===== config.mk =====
export PLATFORM = sky130hd
export DESIGN_NAME = gfch_top
export DESIGN_NICKNAME = d
export VERILOG_FILES = /design/src/verilog/gfch_pkg.sv /design/src/verilog/gfch_rst_sync.sv /design/src/verilog/gfch_top.sv /design/src/verilog/gfch_wo_reg.sv
export SDC_FILE = /design/constraint.sdc
export NUM_CORES = 1
export LEC_CHECK = 0
export ABC_AREA = 1
export BUFFER_PORTS_ARGS = -buffer_cell sky130_fd_sc_hd__buf_2
export CORE_MARGIN = 4
export CORE_UTILIZATION = 35
export CTS_BUF_LIST = sky130_fd_sc_hd__clkbuf_2
export CTS_CLUSTER_DIAMETER = 50
export DETAILED_ROUTE_END_ITERATION = 12
export PLACE_DENSITY_LB_ADDON = 0.08
export SLEW_MARGIN = 40
export SYNTH_ARGS = -nofsm -noshare
export SYNTH_HDL_FRONTEND = slang
export SYNTH_HIERARCHICAL = 1
export SYNTH_SLANG_ARGS = --single-unit

===== constraint.sdc =====
create_clock -name core_clk -period 7.4 [get_ports core_clk]
set_input_delay 0.37 -clock core_clk [delete_from_list [all_inputs] [get_ports core_clk]]
set_output_delay 0.37 -clock core_clk [all_outputs]
set_load 0.01 [all_outputs]

===== src/verilog/gfch_pkg.sv =====
// constants, field layouts and carrier types for the graphics function
// configuration header (offsets 0dh to d5h of a type 0 header)
// assumes byte addressed configuration space, dword wide data path
package gfch_pkg;

    // ==========================================================
    // byte offsets of the header registers
    localparam logic [7:0] OFS_BUS_LATENCY_TIMER = 8'h0d;
    localparam logic [7:0] OFS_HEADER_TYPE = 8'h0e;
    localparam logic [7:0] OFS_REGISTER_WINDOW_BASE = 8'h10;
    localparam logic [7:0] OFS_IO_WINDOW_BASE = 8'h14;
    localparam logic [7:0] OFS_APERTURE_BASE = 8'h18;
    localparam logic [7:0] OFS_TRANSLATION_TABLE_BASE = 8'h1c;
    localparam logic [7:0] OFS_SUBSYSTEM_VENDOR_ID = 8'h2c;
    localparam logic [7:0] OFS_SUBSYSTEM_ID = 8'h2e;
    localparam logic [7:0] OFS_OPTION_ROM_BASE = 8'h30;
    localparam logic [7:0] OFS_CAPABILITY_LIST_POINTER = 8'h34;
    localparam logic [7:0] OFS_INTERRUPT_ROUTING_LINE = 8'h3c;
    localparam logic [7:0] OFS_INTERRUPT_PIN_SELECT = 8'h3d;
    localparam logic [7:0] OFS_MINIMUM_GRANT = 8'h3e;
    localparam logic [7:0] OFS_MAXIMUM_LATENCY = 8'h3f;
    localparam logic [7:0] OFS_POWER_CAP_HEADER = 8'hd0;
    localparam logic [7:0] OFS_POWER_CAPABILITIES = 8'hd2;
    localparam logic [7:0] OFS_POWER_CONTROL_STATUS = 8'hd4;

    // ==========================================================
    // constant and reset values
    localparam logic [7:0] RST_BUS_LATENCY_TIMER = 8'h00;
    localparam logic [6:0] RST_HEADER_CODE = 7'h00;
    localparam logic [7:0] RST_CAPABILITY_LIST_POINTER = 8'hd0;
    localparam logic [7:0] RST_INTERRUPT_ROUTING_LINE = 8'h00;
    localparam logic [7:0] RST_INTERRUPT_PIN_SELECT = 8'h01;
    localparam logic [7:0] RST_MINIMUM_GRANT = 8'h00;
    localparam logic [7:0] RST_MAXIMUM_LATENCY = 8'h00;
    localparam logic [7:0] RST_CAPABILITY_IDENTIFIER = 8'h01;
    localparam logic [7:0] RST_NEXT_CAPABILITY_POINTER = 8'h00;
    localparam logic [15:0] RST_POWER_CAPABILITIES = 16'h0022;
    localparam logic [15:0] RST_SUBSYSTEM_ID = 16'h0000;
    localparam logic [31:0] RST_OPTION_ROM_BASE = 32'h0000_0000;

    // ==========================================================
    // writable base fields: width and lowest bit
    localparam int REG_WIN_LSB = 19;
    localparam int IO_WIN_LSB = 3;
    localparam int IO_WIN_MSB = 15;
    localparam int APERTURE_LSB = 28;
    localparam int XLAT_LSB = 18;
    // hardwired low bits of each base register
    localparam logic [18:0] REG_WIN_LOW = 19'h0_0000;
    localparam logic [2:0] IO_WIN_LOW = 3'h1;
    localparam logic [27:0] APERTURE_LOW = 28'h000_0008;
    localparam logic [17:0] XLAT_LOW = 18'h0_0000;
    localparam int HDR_MULTI_FUNC_BIT = 7;

    // ==========================================================
    // power states and build options
    typedef enum logic [1:0] {
        GFCH_D0 = 2'b00,
        GFCH_D1 = 2'b01,
        GFCH_D2 = 2'b10,
        GFCH_D3 = 2'b11
    } gfch_pstate_t;
    localparam logic REINIT_ON_D3_EXIT = 1'b1;
    localparam int NUM_SUBSYS_IDS = 2;

    // ==========================================================
    // carrier of one configuration request
    typedef struct packed {
        logic we;
        logic [7:0] addr;
        logic [3:0] be;
        logic [31:0] wdata;
    } gfch_cfg_req_t;

    // carrier of one processor i/o cycle
    typedef struct packed {
        logic [15:0] addr;
        logic [1:0] size;
    } gfch_io_req_t;

endpackage


===== src/verilog/gfch_rst_sync.sv =====
// reset release synchroniser for the configuration header
// assumes an asynchronous active low reset from the platform
`timescale 1ns/10ps
module gfch_rst_sync (
    // clock and raw reset
    input wire logic core_clk,
    input wire logic nrst,
    // synchronised reset
    output logic rst_n_sync
);
    import gfch_pkg::*;

    logic meta_r;
    logic sync_r;

    // ==========================================================
    // assert at once, release after two edges
    always_ff @(posedge core_clk or negedge nrst) begin
        if (!nrst) begin
            meta_r <= 1'b0;
            sync_r <= 1'b0;
        end else begin
            meta_r <= 1'b1;
            sync_r <= meta_r;
        end
    end

    assign rst_n_sync = sync_r;

endmodule // gfch_rst_sync


===== src/verilog/gfch_top.sv =====
// upper configuration header of the graphics function: base windows,
// subsystem identifiers, interrupt bytes and power management
// assumes the host bridge presents one dword config request per cycle
// and that command and enable bits come from logic on core_clk
`timescale 1ns/10ps

// Contract
// - latency timer reads zero, writes ignored
// - multi-function bit mirrors host enable bit four
// - register window base bits 31:19 writable
// - io base bits 15:3 writable, bit0 one
// - io window only in D0 with io enable
// - claim 8/16/32-bit io cycles inside window
// - io decode ignores legacy vga setting
// - aperture base bits 31:28, prefetchable bit set
// - translation table base bits 31:18 writable
// - subsystem identifiers write once until reset
// - option rom base reads all zero
// - capability pointer reads d0h
// - interrupt line plain read/write byte
// - interrupt pin reads 01h
// - minimum grant and maximum latency read zero
// - capability id 01h, next pointer 00h
// - power capabilities word reads 0022h
// - power state holds; codes 01/10 dropped
// - wake event status and enable read zero
// - optional reinit pulse on D3 to D0
module gfch_top (
    // clock and reset
    input wire logic core_clk,
    input wire logic nrst,
    // configuration access from the host bridge
    input wire logic cfg_req,
    input wire gfch_pkg::gfch_cfg_req_t cfg_cmd,
    output logic cfg_ack,
    output logic cfg_hit,
    output logic [31:0] cfg_rdata,
    // controls from neighbouring header and host function
    input wire logic host_device_enable_bit4,
    input wire logic graphics_function_enable,
    input wire logic io_access_enable,
    input wire logic mem_access_enable,
    // processor i/o cycle decode
    input wire logic io_req,
    input wire gfch_pkg::gfch_io_req_t io_cmd,
    output logic io_claim,
    // memory cycle decode
    input wire logic [31:0] mem_addr,
    output logic reg_window_hit,
    output logic aperture_hit,
    output logic xlat_table_hit,
    // power state to the graphics engine
    output logic [1:0] power_state,
    output logic gfx_reinit
);
    import gfch_pkg::*;

    // ==========================================================
    // reset
    logic rst_n;

    gfch_rst_sync u_rst_sync (
        .core_clk(core_clk),
        .nrst(nrst),
        .rst_n_sync(rst_n)
    );

    // ==========================================================
    // request decode
    logic [5:0] dw;
    logic wr_stb;
    logic sel_0c;
    logic sel_10;
    logic sel_14;
    logic sel_18;
    logic sel_1c;
    logic sel_2c;
    logic sel_30;
    logic sel_34;
    logic sel_3c;
    logic sel_d0;
    logic sel_d4;
    logic [3:0] be;
    logic [31:0] wd;

    assign dw = cfg_cmd.addr[7:2];
    assign be = cfg_cmd.be;
    assign wd = cfg_cmd.wdata;
    assign wr_stb = cfg_req && cfg_cmd.we;
    assign sel_0c = (dw == OFS_BUS_LATENCY_TIMER[7:2]);
    assign sel_10 = (dw == OFS_REGISTER_WINDOW_BASE[7:2]);
    assign sel_14 = (dw == OFS_IO_WINDOW_BASE[7:2]);
    assign sel_18 = (dw == OFS_APERTURE_BASE[7:2]);
    assign sel_1c = (dw == OFS_TRANSLATION_TABLE_BASE[7:2]);
    assign sel_2c = (dw == OFS_SUBSYSTEM_VENDOR_ID[7:2]);
    assign sel_30 = (dw == OFS_OPTION_ROM_BASE[7:2]);
    assign sel_34 = (dw == OFS_CAPABILITY_LIST_POINTER[7:2]);
    assign sel_3c = (dw == OFS_INTERRUPT_ROUTING_LINE[7:2]);
    assign sel_d0 = (dw == OFS_POWER_CAP_HEADER[7:2]);
    assign sel_d4 = (dw == OFS_POWER_CONTROL_STATUS[7:2]);

    // this block owns 0dh..3fh and d0h..d5h; the rest of dword 0ch
    // and 40h..cfh belong to the neighbours or read zero
    logic in_range;

    assign in_range = (dw >= OFS_BUS_LATENCY_TIMER[7:2] &&
                       dw <= OFS_MAXIMUM_LATENCY[7:2]) ||
                      sel_d0 || sel_d4;

    // ==========================================================
    // base registers: only the writable base bits are stored
    logic [31:REG_WIN_LSB] reg_win_r;
    logic [31:REG_WIN_LSB] reg_win_nxt;
    logic [IO_WIN_MSB:IO_WIN_LSB] io_win_r;
    logic [IO_WIN_MSB:IO_WIN_LSB] io_win_nxt;
    logic [31:APERTURE_LSB] aper_r;
    logic [31:APERTURE_LSB] aper_nxt;
    logic [31:XLAT_LSB] xlat_r;
    logic [31:XLAT_LSB] xlat_nxt;

    // byte lanes 2 and 3 carry bits 31:19
    assign reg_win_nxt = {be[3] ? wd[31:24] : reg_win_r[31:24],
                          be[2] ? wd[23:19] : reg_win_r[23:19]};
    // lanes 0 and 1; bits 2:0 and 31:16 never stored
    assign io_win_nxt = {be[1] ? wd[15:8] : io_win_r[15:8],
                         be[0] ? wd[7:3] : io_win_r[7:3]};
    assign aper_nxt = be[3] ? wd[31:28] : aper_r;
    assign xlat_nxt = {be[3] ? wd[31:24] : xlat_r[31:24],
                       be[2] ? wd[23:18] : xlat_r[23:18]};

    always_ff @(posedge core_clk or negedge rst_n) begin
        if (!rst_n) begin
            reg_win_r <= '0;
            io_win_r <= '0;
            aper_r <= '0;
            xlat_r <= '0;
        end else begin
            if (wr_stb && sel_10) begin
                reg_win_r <= reg_win_nxt;
            end
            if (wr_stb && sel_14) begin
                io_win_r <= io_win_nxt;
            end
            if (wr_stb && sel_18) begin
                aper_r <= aper_nxt;
            end
            if (wr_stb && sel_1c) begin
                xlat_r <= xlat_nxt;
            end
        end
    end

    // ==========================================================
    // subsystem identifiers: vendor in lanes 1:0, subsystem in 3:2
    logic [15:0] subsys_val [NUM_SUBSYS_IDS];
    logic [NUM_SUBSYS_IDS-1:0] subsys_locked;

    genvar gi;
    generate
        for (gi = 0; gi < NUM_SUBSYS_IDS; gi++) begin : g_subsys
            gfch_wo_reg u_wo (
                .core_clk(core_clk),
                .rst_n(rst_n),
                .wr_en(wr_stb && sel_2c),
                .be(be[2*gi+1 -: 2]),
                .wdata(wd[16*gi+15 -: 16]),
                .value(subsys_val[gi]),
                .locked(subsys_locked[gi])
            );
        end
    endgenerate

    // ==========================================================
    // interrupt routing byte, storage only
    logic [7:0] int_line_r;

    always_ff @(posedge core_clk or negedge rst_n) begin
        if (!rst_n) begin
            int_line_r <= RST_INTERRUPT_ROUTING_LINE;
        end else if (wr_stb && sel_3c && be[0]) begin
            int_line_r <= wd[7:0];
        end
    end

    // ==========================================================
    // power state
    gfch_pstate_t pstate_r;
    gfch_pstate_t pstate_nxt;
    logic ps_wr;
    logic ps_legal;
    logic d3_exit;
    logic reinit_r;

    assign ps_wr = wr_stb && sel_d4 && be[0];
    // D1 and D2 are not supported: the write completes, data dropped
    assign ps_legal = (wd[1:0] == GFCH_D0) || (wd[1:0] == GFCH_D3);
    assign pstate_nxt = gfch_pstate_t'(wd[1:0]);
    assign d3_exit = ps_wr && ps_legal &&
                     (pstate_r == GFCH_D3) && (pstate_nxt == GFCH_D0);

    always_ff @(posedge core_clk or negedge rst_n) begin
        if (!rst_n) begin
            pstate_r <= GFCH_D0;
        end else if (ps_wr && ps_legal) begin
            pstate_r <= pstate_nxt;
        end
    end

    // one-cycle pulse; the engine decides what initial values mean
    always_ff @(posedge core_clk or negedge rst_n) begin
        if (!rst_n) begin
            reinit_r <= 1'b0;
        end else begin
            reinit_r <= d3_exit && REINIT_ON_D3_EXIT;
        end
    end

    assign power_state = pstate_r;
    assign gfx_reinit = reinit_r;

    // ==========================================================
    // read data assembly
    logic [7:0] hdr_type;
    logic [31:0] rd_0c;
    logic [31:0] rd_10;
    logic [31:0] rd_14;
    logic [31:0] rd_18;
    logic [31:0] rd_1c;
    logic [31:0] rd_2c;
    logic [31:0] rd_30;
    logic [31:0] rd_34;
    logic [31:0] rd_3c;
    logic [31:0] rd_d0;
    logic [31:0] rd_d4;
    logic [31:0] rd_mux;

    // live copy, no latch: follows the host enable at every read
    assign hdr_type = {host_device_enable_bit4, RST_HEADER_CODE};
    // bytes 0ch and 0fh are outside this block and read zero here
    assign rd_0c = {8'h00, hdr_type,
                    RST_BUS_LATENCY_TIMER, 8'h00};
    assign rd_10 = {reg_win_r, REG_WIN_LOW};
    assign rd_14 = {16'h0000, io_win_r, IO_WIN_LOW};
    assign rd_18 = {aper_r, APERTURE_LOW};
    assign rd_1c = {xlat_r, XLAT_LOW};
    assign rd_2c = {subsys_val[1], subsys_val[0]};
    assign rd_30 = RST_OPTION_ROM_BASE;
    assign rd_34 = {24'h00_0000, RST_CAPABILITY_LIST_POINTER};
    assign rd_3c = {RST_MAXIMUM_LATENCY, RST_MINIMUM_GRANT,
                    RST_INTERRUPT_PIN_SELECT,
                    int_line_r};
    assign rd_d0 = {RST_POWER_CAPABILITIES,
                    RST_NEXT_CAPABILITY_POINTER,
                    RST_CAPABILITY_IDENTIFIER};
    // wake event bits 15 and 8 and all reserved bits stay zero
    assign rd_d4 = {16'h0000, 14'h0000, pstate_r};

    always_comb begin
        rd_mux = 32'h0000_0000;
        if (sel_0c) begin
            rd_mux = rd_0c;
        end else if (sel_10) begin
            rd_mux = rd_10;
        end else if (sel_14) begin
            rd_mux = rd_14;
        end else if (sel_18) begin
            rd_mux = rd_18;
        end else if (sel_1c) begin
            rd_mux = rd_1c;
        end else if (sel_2c) begin
            rd_mux = rd_2c;
        end else if (sel_30) begin
            rd_mux = rd_30;
        end else if (sel_34) begin
            rd_mux = rd_34;
        end else if (sel_3c) begin
            rd_mux = rd_3c;
        end else if (sel_d0) begin
            rd_mux = rd_d0;
        end else if (sel_d4) begin
            rd_mux = rd_d4;
        end
    end

    // ==========================================================
    // answer: one cycle after the request, data held until next
    logic ack_r;
    logic hit_r;
    logic [31:0] rdata_r;

    always_ff @(posedge core_clk or negedge rst_n) begin
        if (!rst_n) begin
            ack_r <= 1'b0;
            hit_r <= 1'b0;
            rdata_r <= 32'h0000_0000;
        end else begin
            ack_r <= cfg_req;
            if (cfg_req) begin
                hit_r <= in_range;
                // writes return zero data so the bus sees no stale value
                rdata_r <= cfg_cmd.we ? 32'h0000_0000 : rd_mux;
            end
        end
    end

    assign cfg_ack = ack_r;
    assign cfg_hit = hit_r;
    assign cfg_rdata = rdata_r;

    // ==========================================================
    // i/o window decode; vga compatibility deliberately not an input
    logic io_allowed;
    logic io_in_win;
    logic io_size_ok;

    assign io_allowed = (pstate_r == GFCH_D0) && io_access_enable &&
                        graphics_function_enable;
    assign io_in_win = (io_cmd.addr[IO_WIN_MSB:IO_WIN_LSB] ==
                        io_win_r);
    // sizes 0,1,2 are byte, word, dword; code 3 is never claimed
    assign io_size_ok = (io_cmd.size != 2'h3);
    assign io_claim = io_req && io_allowed && io_in_win &&
                      io_size_ok;

    // ==========================================================
    // memory window decode; overlap between windows is software's
    // problem, each hit is reported independently
    logic mem_ok;

    assign mem_ok = mem_access_enable && graphics_function_enable;
    assign reg_window_hit = mem_ok &&
                            (mem_addr[31:REG_WIN_LSB] == reg_win_r);
    assign aperture_hit = mem_ok &&
                          (mem_addr[31:APERTURE_LSB] == aper_r);
    assign xlat_table_hit = mem_ok &&
                            (mem_addr[31:XLAT_LSB] == xlat_r);

endmodule // gfch_top


===== src/verilog/gfch_wo_reg.sv =====
// one 16-bit write-once register with byte enables
// assumes writes arrive as single-cycle strobes on core_clk
`timescale 1ns/10ps
module gfch_wo_reg (
    // clock and reset
    input wire logic core_clk,
    input wire logic rst_n,
    // write strobe
    input wire logic wr_en,
    input wire logic [1:0] be,
    input wire logic [15:0] wdata,
    // state
    output logic [15:0] value,
    output logic locked
);
    import gfch_pkg::*;

    logic [15:0] value_r;
    logic locked_r;
    logic wr_ok;
    logic [15:0] merged;

    // ==========================================================
    // any enabled byte counts as the one write; only reset unlocks
    assign wr_ok = wr_en && (be != 2'h0) && !locked_r;
    assign merged = {be[1] ? wdata[15:8] : value_r[15:8],
                     be[0] ? wdata[7:0] : value_r[7:0]};

    always_ff @(posedge core_clk or negedge rst_n) begin
        if (!rst_n) begin
            value_r <= RST_SUBSYSTEM_ID;
            locked_r <= 1'b0;
        end else if (wr_ok) begin
            value_r <= merged;
            locked_r <= 1'b1;
        end
    end

    assign value = value_r;
    assign locked = locked_r;

endmodule // gfch_wo_reg

# Yosys cells after proc, flatten, opt, wreduce, memory -nomap -nowiden
# Cells that the tools add are included.
[word_totals] out_inout_bits=41 ram_bits=0 latchBits=0 word_cells=100 memories=0 in_bits=103 register_bits=125 romBits=0
[op_classes] shifts=0 bitwise_logic=0 n_eq_ne=18 order_cmp=2 div_mod_pow=0 n_mul=0 add_sub_neg=0 n_reduce_logical=47 mux=12
[op_table] op="32-bit 2-to-1 mux" count=7
[op_table] op="22-bit 2-to-1 mux" count=4
[op_table] op="1-bit logical AND" count=27
[op_table] op="13-bit equality test" count=2
[op_table] op="6-bit by 3-bit equality test with 1-bit output, second input constant" count=4
[op_table] op="6-bit by 4-bit equality test with 1-bit output, second input constant" count=4
[op_table] op="2-bit AND reduction" count=11
[op_table] op="14-bit equality test" count=1
[op_table] op="6-bit equality test, second input constant" count=2
[op_table] op="6-bit by 2-bit equality test with 1-bit output, second input constant" count=1
[op_table] op="6-bit by 2-bit greater-or-equal comparator with 1-bit output, second input constant" count=1
[op_table] op="6-bit by 4-bit <= comparator with 1-bit output, second input constant" count=1
[op_table] op="2-bit equality test, second input constant" count=2
[op_table] op="4-bit equality test" count=1
[op_table] op="2-bit zero test" count=2
[op_table] op="2-bit nonzero test" count=2
[op_table] op="1-bit logical OR" count=3
[op_table] op="1-bit zero test" count=2
[op_table] op="2-bit 2-to-1 mux" count=1
[op_table] op="2-bit inequality test, second input constant" count=1

# Depth between registers and ports, before layout
# Gate-level depths: netlist of the first run.
[logic_depth] ltp_word=13 mapped_depth=9 ltp_nobuf=9

# Modules after synthesis
# Netlist of the first run, hierarchy kept.
[by_module_without_submodules] mod="gfch_top" n_inst=1 cells_per_inst=626 area_per_inst_um2=4739.5 seq_area_each_um2=2227.1
[by_module_without_submodules] mod="gfch_wo_reg" n_inst=2 cells_per_inst=74 area_per_inst_um2=719.4 seq_area_each_um2=425.4
[by_module_without_submodules] mod="gfch_rst_sync" n_inst=1 cells_per_inst=3 area_per_inst_um2=53.8 seq_area_each_um2=50.0

# Worst setup path after synthesis of the first run
# OpenSTA, ideal clock, no wires.
[synth_timing] path_type="input-to-reg" startpoint="input port cfg_cmd[39] (netlist bit)" endpoint="register g_subsys[0].u_wo.value_r[10]" setup_ns=0.117 slack_ns=5.918 path_buffers=1 t_arrival_ns=1.365 required_time_ns=7.283 cell_stages=8 path_cell_list="nand2_1 -> nor3_4 -> nand2_2 -> nor2_1 -> buf_6 -> nand3_2 -> nand2_1 -> nand2_1"
[synth_via] elab_chain_cells=5
[synth_lines] element="from (decl)" line="gfch_top.sv:34" rtl="input wire gfch_pkg::gfch_cfg_req_t cfg_cmd,"
[synth_lines] element="6-bit by 4-bit equality test with 1-bit output" line="gfch_top.sv:95" rtl="assign sel_2c = (dw == OFS_SUBSYSTEM_VENDOR_ID[7:2]);"
[synth_lines] element="1-bit logical AND" line="gfch_top.sv:164" rtl=".wr_en(wr_stb && sel_2c),"
[synth_lines] element="1-bit logical AND (2 in series)" line="gfch_wo_reg.sv:25" rtl="assign wr_ok = wr_en && (be != 2'h0) && !locked_r;"
[synth_lines] element="2-bit AND reduction (no source line)"
[synth_lines] element="to (signal assigned)" line="gfch_wo_reg.sv:34" rtl="value_r <= merged;"
[synth_lines] element="to (decl)" line="gfch_wo_reg.sv:18" rtl="logic [15:0] value_r;"
# No other way between the ends.
# A chain may end at the register's enable or synchronous reset.

# Final worst setup path of the first run
[layout_timing] startpoint="register xlat_r[23] (netlist bit)" endpoint="output port xlat_table_hit"
[layout_via] elab_chain_cells=2
[layout_lines] element="from (decl)" line="gfch_top.sv:118" rtl="logic [31:XLAT_LSB] xlat_r;"
[layout_lines] element="from (signal assigned)" line="gfch_top.sv:148" rtl="xlat_r <= xlat_nxt;"
[layout_lines] element="14-bit equality test" line="gfch_top.sv:336" rtl="(mem_addr[31:XLAT_LSB] == xlat_r);"
[layout_lines] element="1-bit logical AND" line="gfch_top.sv:335" rtl="assign xlat_table_hit = mem_ok &&"
[layout_lines] element="to (decl)" line="gfch_top.sv:51" rtl="output logic xlat_table_hit,"
# No other way between the ends.

==> results.cfg, run 1 <==
[die]
start_util = 0.359
core.rowCount = 48
die_height_um = 141
io_pins = 144
dieArea_um2 = 20000
core-area_um2 = 17400
die_w_um = 141

[timing]
skew_ns = 0.0403
layout_min_cycle_time_ns = 2.43
worst_slew_pin_slew_ns = 0.760
hold_viol = 0
finalSetupTns_ns = 0
rsz0062_at_grt = false
max_freq_mhz = 411
timing.final.ws_setup_ns = 4.97
slew-limit-headroom = 0.493
slew_viol_final = 0
period_share = 0.328
setup_viol = 0

[flow_run]
max_cap_violations = 0

[global_route]
overflow = 0
grt_use_total = 0.203
antenna_found_initial = 1
grt_pass1_vias = 5966
grt_max_degree = 80
grt_pass1_wl_mm = 31.6

[cells_and_area]
finalNetCount = 1050
layout-drive-gt1-share = 0.199
stdcell_area_um2 = 7770
fillers = 1791
synthToLayoutAreaGrowth_pct = 24.7

[yosys]
ys_ff_latch = 125
synth-seq-area-share = 0.502
syn_area_per_cell_um2 = 8.02
synth_edf_count = 0
synthesis.nets = 881
synth_largest_area_cell = dfrtp_1
synth_top_area_share = 0.502
netlist_instances = 777
synth_ff_type = dfrtp_1
ys_warn_count = 6
synth_area_leaders = dfrtp_1, nand2_1, nand4_1
synth.distinct_cells = 39
netlist_area_um2 = 6230
async_flop_share = 1.00

[critical_path]
worst-endpoint-required_ns = 7.03
crit_path_max_fanout = 4
critPathLaunchType = flop
cp-end-kind = output port
worstSetupPathType = reg2out
crit_slowest_cell = dfrtp_1
cpPeakStageDelay_ns = 0.48
crit_arrival_ns = 2.06
worstPathCellList = nand2_1, o21ai_0, nor3_1, nand4_1, nor2_1, buf_2

[route]
drtPass1Iterations = 5
via_count = 5892
drtIter0Drc = 326
drc = 0
vias_per_cell = 4.97
ant_nets = 0
finalWirelength_mm = 19.8
wl_per_cell_um = 16.7

[clock_network]
cts_inserted_buffers = 17
post-cts-setup-buffers = 0
cts_tree = built
cts.path.max_buffers = 2
clk-insertion-delay-late_ns = 0.72
cts.sinks = 125
clk_pin_slew_ns = 0.20
cts_root_buf = clkbuf_2
cts_hold_buf = 49
h-tree-depth = 4
cts_resized = 0

[placement]
place_ws_ns = 4.78
gp_congestion = 0.874
place_hpwl_mm = 13.9
io_buffer_count = 120
place_area_um2 = 6990

[power]
total_power_w = 0.00136
peakVddDrop_uv = 89.2
p_comb_frac = 0.101
p_int_w = 0.000980
power_switching_w = 0.000380
power.static_leakage_nw = 4.04
sw_frac_of_total = 0.280
seq_power_share = 0.528
power_frac_clock = 0.371
power_density_nw_per_um2 = 175

[min_path]
worstHoldPathType = in2reg

[status]
status = complete, no violations
power groups by stage:
| stage | combinational [W] | sequential, W | clock, W |
|---|---|---|---|
| finish | 0.000138 | 0.000719 | 0.000504 |
| global route | 0.000154 | 0.000722 | 0.000554 |
| CTS | 0.000139 | 0.000719 | 0.000521 |
| detailed placement | 0.000122 | 0.000731 | 0 |
| global placement | 0.000120 | 0.000731 | 0 |
| floorplan | 0.0000594 | 0.000732 | 0 |
worst max-delay path, delay by kind of cell, from the launching register on:
kind / cells / cell delay (ns)
buffers and inverters: 1 / 0.15
and+or+nand+nor: 4 / 0.64
AOI/OAI and AO/OA: 1 / 0.09
DFF: 1 / 0.48
routing by layer:
layer	GRT usage	share of wire
met4	0.0652	0.016
met1	0.262	0.45
met5	0	0
met2	0.343	0.48
met3	0.0398	0.053
synth_stat cells (7+ instances only):
| cell type | n |
|---|---|
| o22ai_1 | 8 |
| o21ai_1 | 37 |
| inv_1 | 65 |
| nand3_1 | 37 |
| a21oi_1 | 15 |
| dfrtp_1 | 125 |
| nand4_1 | 45 |
| inv_2 | 8 |
| o21ai_0 | 31 |
| buf_6 | 7 |
| nor2_1 | 28 |
| nand2_1 | 292 |
| xnor2_1 | 14 |
per-stage QoR:
step,instances,util,hold WS [ns]
finish,1185,0.448,0.131
CTS,1184,0.447,0.0714
detailed placement,1103,0.403,0.156
global placement,1103,0.402,0.155
global route,1185,0.448,0.0803
floorplan,777,-,0.0744
registers in the layout, indices dropped and copies added, names as in the netlist, 2 cells and up:
register              flops
aper_r                    4
g_subsys.u_wo/value      32
xlat_r                   14
io_win_r                 13
int_line_r                8
reg_win_r                13
power_state               2
cfg_rdata                32
g_subsys.u_wo/locked      2
path summary, 6_finish.rpt:
kind | depth (start not counted) | slack (ns) | from | endpoint
worst max-delay path | 6 | 4.97 | xlat_r[23] | xlat_table_hit
worst min-delay path | 4 | 0.13 | cfg_cmd[43] | cfg_rdata[16]
worst max register to register | 4 | 5.86 | g_subsys[0].u_wo/locked | g_subsys[0].u_wo/value[1]
worst min register to register | 0 | 0.34 | u_rst_sync/rst_n_sync | cfg_rdata[11]
max in group asynchronous | 1 | 5.91 | u_rst_sync/rst_n_sync | g_subsys[1].u_wo/value[0]
min in group asynchronous | 0 | 0.34 | u_rst_sync/rst_n_sync | cfg_rdata[11]
layout make-up:
class / instances / area, µm² / area share
multi-input combinational: 554 / 2660 / 0.342
antenna: 1 / 2.50 / 0.000322
tap: 225 / 282 / 0.0362
inverter: 75 / 285 / 0.0367
clock inverter: 14 / 194 / 0.0250
sequential: 125 / 3130 / 0.403
timing repair buffer: 173 / 1130 / 0.145
clock buffer: 18 / 90.1 / 0.0116
cell families (layout without fill, tap and decap cells):
group,count (synthesis),in the layout,synth area share
adder cells (fa/ha/maj),1,1,0.00201
XOR/XNOR,19,19,0.0267
flip-flops,125,125,0.502
AND/OR/NAND/NOR,434,434,0.311
AO/OA/AOI/OAI,99,99,0.0851
other,1,2,0.000602
buffers and inverters,98,280,0.0729
placed cells by master (no fill, tap or decap), types with 8 or more instances in the layout:
master / n
dfrtp_1: 124
inv_1: 65
nor2_1: 27
dlygate4sd3_1: 49
o21ai_1: 37
o22ai_1: 8
nand2_1: 292
a21oi_1: 15
buf_2: 120
o21ai_0: 31
nand4_1: 45
xnor2_1: 14
clkbuf_2: 18
inv_2: 8
nand3_1: 37
Note: power is estimated with default switching activity, not from simulation.
==> run 2, diff against run 1 <==
==> constraint.sdc (replaced) <==
create_clock -name core_clk -period 2.25 [get_ports core_clk]
set_input_delay 0.1125 -clock core_clk [delete_from_list [all_inputs] [get_ports core_clk]]
set_output_delay 0.1125 -clock core_clk [all_outputs]
set_load 0.01 [all_outputs]
==> results.cfg, run 2 (synthesized netlist as in run 1, its figures left out) <==
[placement]
place_hpwl_mm = 14.1
io_buffer_count = 120
place_area_um2 = 7090
gp_congestion = 0.915

[cells_and_area]
synthToLayoutAreaGrowth_pct = 32.4
finalNetCount = 1099
utilization = 0.475
layout_commonest_cell = nand2_1
stdcell_area_um2 = 8250
final_cell_mix = nand2_1, dfrtp_1, buf_2, dlygate4sd3_1, inv_1
layout-drive-gt1-share = 0.208
fillers = 1793

[critical_path]
worst-endpoint-required_ns = 2.85
reg2reg_from = g_subsys[1].u_wo/locked
crit_slowest_cell = dlygate4sd3_1
crit_buf_inv = 5
startpoint = cfg_cmd[38]
cpPeakStageDelay_ns = 0.59
crit_arrival_ns = 2.77
worstSetupPathType = in2reg
critPathLaunchType = input pin
cpMostUsedCell = dlygate4sd3_1
crit_path_max_fanout = 10
rrSetupSlack_ns = 0.12
worstPathCellList = buf_2, dlygate4sd3_1, nand2_1, nor2_4, nand2_4, inv_6, nand3_4, nor2_1, dlygate4sd3_1, a21oi_1, dlygate4sd3_1
critical_path.top_delay_family = buffers and inverters
cp-end-kind = flop

[status]
status = complete, no violations

[power]
power_switching_w = 0.00119
seq_power_share = 0.560
p_comb_frac = 0.123
power_frac_clock = 0.318
total_power_w = 0.00422
sw_frac_of_total = 0.281
power_density_nw_per_um2 = 511
power.static_leakage_nw = 4.33
p_int_w = 0.00303
peakVddDrop_uv = 262

[die]
start_util = 0.359
die_height_um = 141
core.rowCount = 48
dieArea_um2 = 20000
core-area_um2 = 17400
io_pins = 144
die_w_um = 141

[timing]
slew_viol_final = 0
rsz0062_at_grt = false
slew-limit-headroom = 0.589
hold_viol = 0
max_freq_mhz = 461
layout_min_cycle_time_ns = 2.17
period_share = 0.965
setup_viol = 0
skew_ns = 0.0218
worst_slew_pin_slew_ns = 0.612
finalSetupTns_ns = 0

[clock_network]
cts_inserted_buffers = 17
clk-insertion-delay-late_ns = 0.69
cts.path.max_buffers = 2
clk_pin_slew_ns = 0.19
cts_tree = built
h-tree-depth = 4
cts.sinks = 125
cts_root_buf = clkbuf_2

[global_route]
grt_pass1_vias = 6384
antenna_found_initial = 1
grt_use_total = 0.215
overflow = 0
grt_pass1_wl_mm = 33.8
grt_max_degree = 48

[route]
finalWirelength_mm = 21.0
ant_nets = 0
wl_per_cell_um = 17.0
drc = 0
via_count = 6126
drtIter0Drc = 407
vias_per_cell = 4.96
drtPass1Iterations = 5

[flow_run]
max_cap_violations = 0

[min_path]
hold_start = cfg_cmd[43]
worstHoldPathType = in2reg
[run 2: cell count changes in the layout (fill, tap and decap cells not counted), sizes merged, moves of 2 or more]
cell,previous run,this run
dlymetal6s4s,0,2
clkinvlp,3,1
clkbuf,19,21
dlygate4sd3,49,84
bufinv,4,2
buf,123,136
[run 2: repair_timing]
action,CTS,global route
resized for setup,0,15
setup buffers,0,4
hold endpoints to repair,117,7
setup endpoints to repair,0,9
hold buffers,86,2
[run 2: worst paths after layout]
kind                                              end  cells after the start
setup / recovery                         io_win_r[12]                     11
hold / removal                          cfg_rdata[21]                      9
setup reg to reg            g_subsys[1].u_wo/value[2]                      5
hold reg to reg            g_subsys[1].u_wo/value[15]                      0
max in group asynchronous                io_win_r[10]                      1
min in group asynchronous       u_rst_sync/rst_n_sync                      3
[run 2: worst min-delay path: stages]
cell,delay (ns)
buf_2,0.11
nor2_4,0.05
nand2_2,0.08
nor2_2,0.06
buf_4,0.15
nand2_1,0.06
nand2_1,0.05
nand2_1,0.05
nand2_1,0.04
[run 2: per-stage QoR]
stage | instances | setup WS [ns] | hold WS [ns]
floorplan | 777 | 0.167 | -0.183
global placement | 1111 | 0.514 | -0.102
CTS | 1228 | 0.0221 | 0.00613
detailed placement | 1111 | 0.494 | -0.0994
finish | 1234 | 0.0795 | 0.0717
global route | 1234 | 0.000631 | 0.0215
[run 2: power by group through the flow]
| stage | Clock, W | Combinational (W) | Sequential (W) |
|---|---|---|---|
| 2_1_floorplan | 0 | 0.000195 | 0.00241 |
| 3_3_place_gp | 0 | 0.000413 | 0.00240 |
| 3_5_place_dp | 0 | 0.000417 | 0.00240 |
| 4_1_cts | 0.00141 | 0.000505 | 0.00236 |
| 5_1_grt | 0.00151 | 0.000573 | 0.00237 |
| 6_report | 0.00134 | 0.000517 | 0.00236 |
[run 2: metal layers]
layer / GRT usage / vias to the layer above / part of all wire
li1: - / 2971 / -
met3: 0.0425 / 24 / 0.049
met4: 0.0662 / 0 / 0.013
met2: 0.364 / 201 / 0.49
met1: 0.280 / 2930 / 0.45
met5: 0 / - / 0
[run 2: area by class of cell]
type,instances,area (µm²),share of cell area
timing repair buffer,222,1640,0.199
clock inverter,10,98.8,0.0120
sequential,125,3130,0.380
antenna,2,5.00,0.000607
inverter,75,288,0.0349
tap,225,282,0.0341
multi-input combinational,554,2700,0.327
clock buffer,21,105,0.0127
==> run 3, diff against run 2 <==
--- a/config.mk
+++ b/config.mk
@@ -5,10 +5,10 @@
 export SDC_FILE = /design/constraint.sdc
 export NUM_CORES = 1
 export LEC_CHECK = 0
-export ABC_AREA = 1
+export ABC_AREA = 0
 export BUFFER_PORTS_ARGS = -buffer_cell sky130_fd_sc_hd__buf_2
 export CORE_MARGIN = 4
-export CORE_UTILIZATION = 35
+export CORE_UTILIZATION = 50
 export CTS_BUF_LIST = sky130_fd_sc_hd__clkbuf_2
 export CTS_CLUSTER_DIAMETER = 50
 export DETAILED_ROUTE_END_ITERATION = 12
==> results.cfg, run 3 <==
[yosys]
synth_area_leaders = dfrtp_1, mux2_2, xnor2_1
syn_area_per_cell_um2 = 12.7
ys_warn_count = 6
yosysMostFrequentCell = dfrtp_1
synth-seq-area-share = 0.522
synth_largest_area_cell = dfrtp_1
netlist_area_um2 = 5990
synthesis.nets = 577
async_flop_share = 1.00
ys_ff_latch = 125
synth_top_area_share = 0.522
synth.distinct_cells = 54
synth_edf_count = 0
netlist_instances = 473
yosys-top-cells-count = dfrtp_1, mux2_2, a22oi_1
synth_ff_type = dfrtp_1

[cells_and_area]
synthToLayoutAreaGrowth_pct = 29.2
antenna_cells = 0
multi_input_area_um2 = 2820
layout.cells.non_filler = 835
layout_commonest_cell = dfrtp_1
layout-drive-gt1-share = 0.423
utilization = 0.669
final_cell_mix = dfrtp_1, buf_2, mux2_2, dlygate4sd3_1, buf_4
finalNetCount = 784
seq_area_um2 = 3130
fillers = 969

[global_route]
grt_pass1_vias = 4956
grt_use_total = 0.244
overflow = 0
grt_max_degree = 124
grt_pass1_wl_mm = 26.6
antenna_found_initial = 0

[timing]
setup_viol = 0
worst_slew_pin_slew_ns = 0.799
slew-limit-headroom = 0.467
hold_viol = 0
period_share = 0.989
rsz0062_at_grt = true
layout_min_cycle_time_ns = 2.23
slew_viol_final = 0
max_freq_mhz = 449
timing.final.ws_setup_ns = 0.0247
hold_ws_ns = 0.0682
finalSetupTns_ns = 0
skew_ns = 0.0271

[clock_network]
h-tree-depth = 4
clk_pin_slew_ns = 0.18
cts.path.max_buffers = 2
cts_root_buf = clkbuf_2
cts.sinks = 125
cts_inserted_buffers = 17
cts_tree = built
clk-insertion-delay-late_ns = 0.68

[route]
finalWirelength_mm = 16.2
vias_per_cell = 5.56
via_count = 4642
drc = 0
wl_per_cell_um = 19.4
ant_nets = 0
drtPass1Iterations = 4
drtIter0Drc = 292

[power]
seq_power_share = 0.581
p_int_w = 0.00300
sw_frac_of_total = 0.272
p_comb_frac = 0.136
power_density_nw_per_um2 = 532
power_switching_w = 0.00112
power_frac_clock = 0.283
peakVddDrop_uv = 379
power.static_leakage_nw = 3.83

[die]
die_w_um = 117
start_util = 0.518
core-area_um2 = 11600
dieArea_um2 = 13800
die_height_um = 117
core.rowCount = 39
io_pins = 144

[placement]
gp_congestion = 0.849
place_ws_ns = 0.295
place_hpwl_mm = 11.2
dpl.cell_count = 736
io_buffer_count = 120

[status]
status = complete, no violations

[critical_path]
worst-endpoint-required_ns = 2.84
crit_slowest_cell = dlygate4sd3_1
cpPeakStageDelay_ns = 0.55
critPathLaunchType = input pin
worstSetupPathType = in2reg
cp-end-kind = flop
crit_path_max_fanout = 8
worstPathCellList = dlygate4sd3_1, buf_2, or3b_4, nor3_2, and3_1, buf_4, nand3b_4, mux2_2, dlygate4sd3_1
cpMostUsedCell = dlygate4sd3_1
reg2reg_from = g_subsys[0].u_wo/locked
crit_arrival_ns = 2.81
reg2reg_to = g_subsys[0].u_wo/value[15]
r2r.worst_path.cells = 3
rrSetupSlack_ns = 0.65

[min_path]
hold_depth = 5
min_to = cfg_rdata[1]
worstHoldPathType = in2reg
hold_start = cfg_cmd[41]

[flow_run]
max_cap_violations = 0
-- run 3: power by group through the flow --
| stage | combinational [W] | sequential [W] | clock [W] |
|---|---|---|---|
| after global routing | 0.000613 | 0.00241 | 0.00131 |
| after global placement | 0.000452 | 0.00243 | 0 |
| after CTS | 0.000559 | 0.00239 | 0.00121 |
| after detailed placement | 0.000463 | 0.00244 | 0 |
| after floorplan | 0.000229 | 0.00245 | 0 |
| final | 0.000559 | 0.00239 | 0.00117 |
-- run 3: cell families (layout without fill, tap and decap cells) --
group,count (synthesis),after routing,share of synthesized area
mux,87,87,0.169
fa+ha+maj,1,1,0.00209
flops,125,125,0.522
buf+inv,27,246,0.0207
xor+xnor,44,44,0.0643
simple gates,94,94,0.105
compound gates,94,94,0.117
other cells,1,1,0.000626
-- run 3: worst max-delay path by stage --
stage / end / slack, ns / startpoint / cells after the start
after floorplan: g_subsys[0].u_wo/value[0] / 0.009 / cfg_cmd[41] / 8
after CTS: xlat_table_hit / -0.05 / xlat_r[24] / 4
after global placement: g_subsys[1].u_wo/value[14] / 0.30 / cfg_cmd[42] / 7
final: g_subsys[0].u_wo/value[15] / 0.02 / cfg_cmd[42] / 9
after detailed placement: g_subsys[1].u_wo/value[11] / 0.30 / cfg_cmd[42] / 7
after global routing: io_claim / -0.14 / io_win_r[8] / 5
-- run 3: through the flow --
step,instance area (µm²),power [W]
4_1_cts,7670,0.00416
5_1_grt,7740,0.00433
2_1_floorplan,5990,0.00268
3_3_place_gp,6840,0.00289
3_5_place_dp,6850,0.00290
6_report,7740,0.00412
-- run 3: final cells by class --
cell class / instances / share of cell area
flip-flops and latches: 125 / 0.405
multi-input cells: 321 / 0.364
repair buffers: 208 / 0.182
well taps: 143 / 0.0231
clock buffers: 20 / 0.0129
clock inverters: 11 / 0.0100
inverters: 7 / 0.00339
-- run 3: critical path, delay by kind of cell --
kind	cells	cell delay, ns
mux	1	0.30
simple gates	4	0.95
buf+inv	4	1.44
-- run 3: repair_timing --
action,in CTS,in global routing
pin swaps,11,3
setup buffers,7,7
hold buffers,54,0
gates cloned,0,0
setup endpoints to repair,3,8
gates resized for setup,9,4
hold endpoints to repair,104,0
-- run 3: routing by layer --
| metal | up-vias | wire (µm) | track usage |
|---|---|---|---|
| li1 | 2170 | - | - |
| met1 | 2320 | 6510 | 0.303 |
| met2 | 143 | 8550 | 0.426 |
| met3 | 9 | 1050 | 0.0634 |
| met4 | 0 | 127 | 0.0645 |
| met5 | - | 0 | 0 |
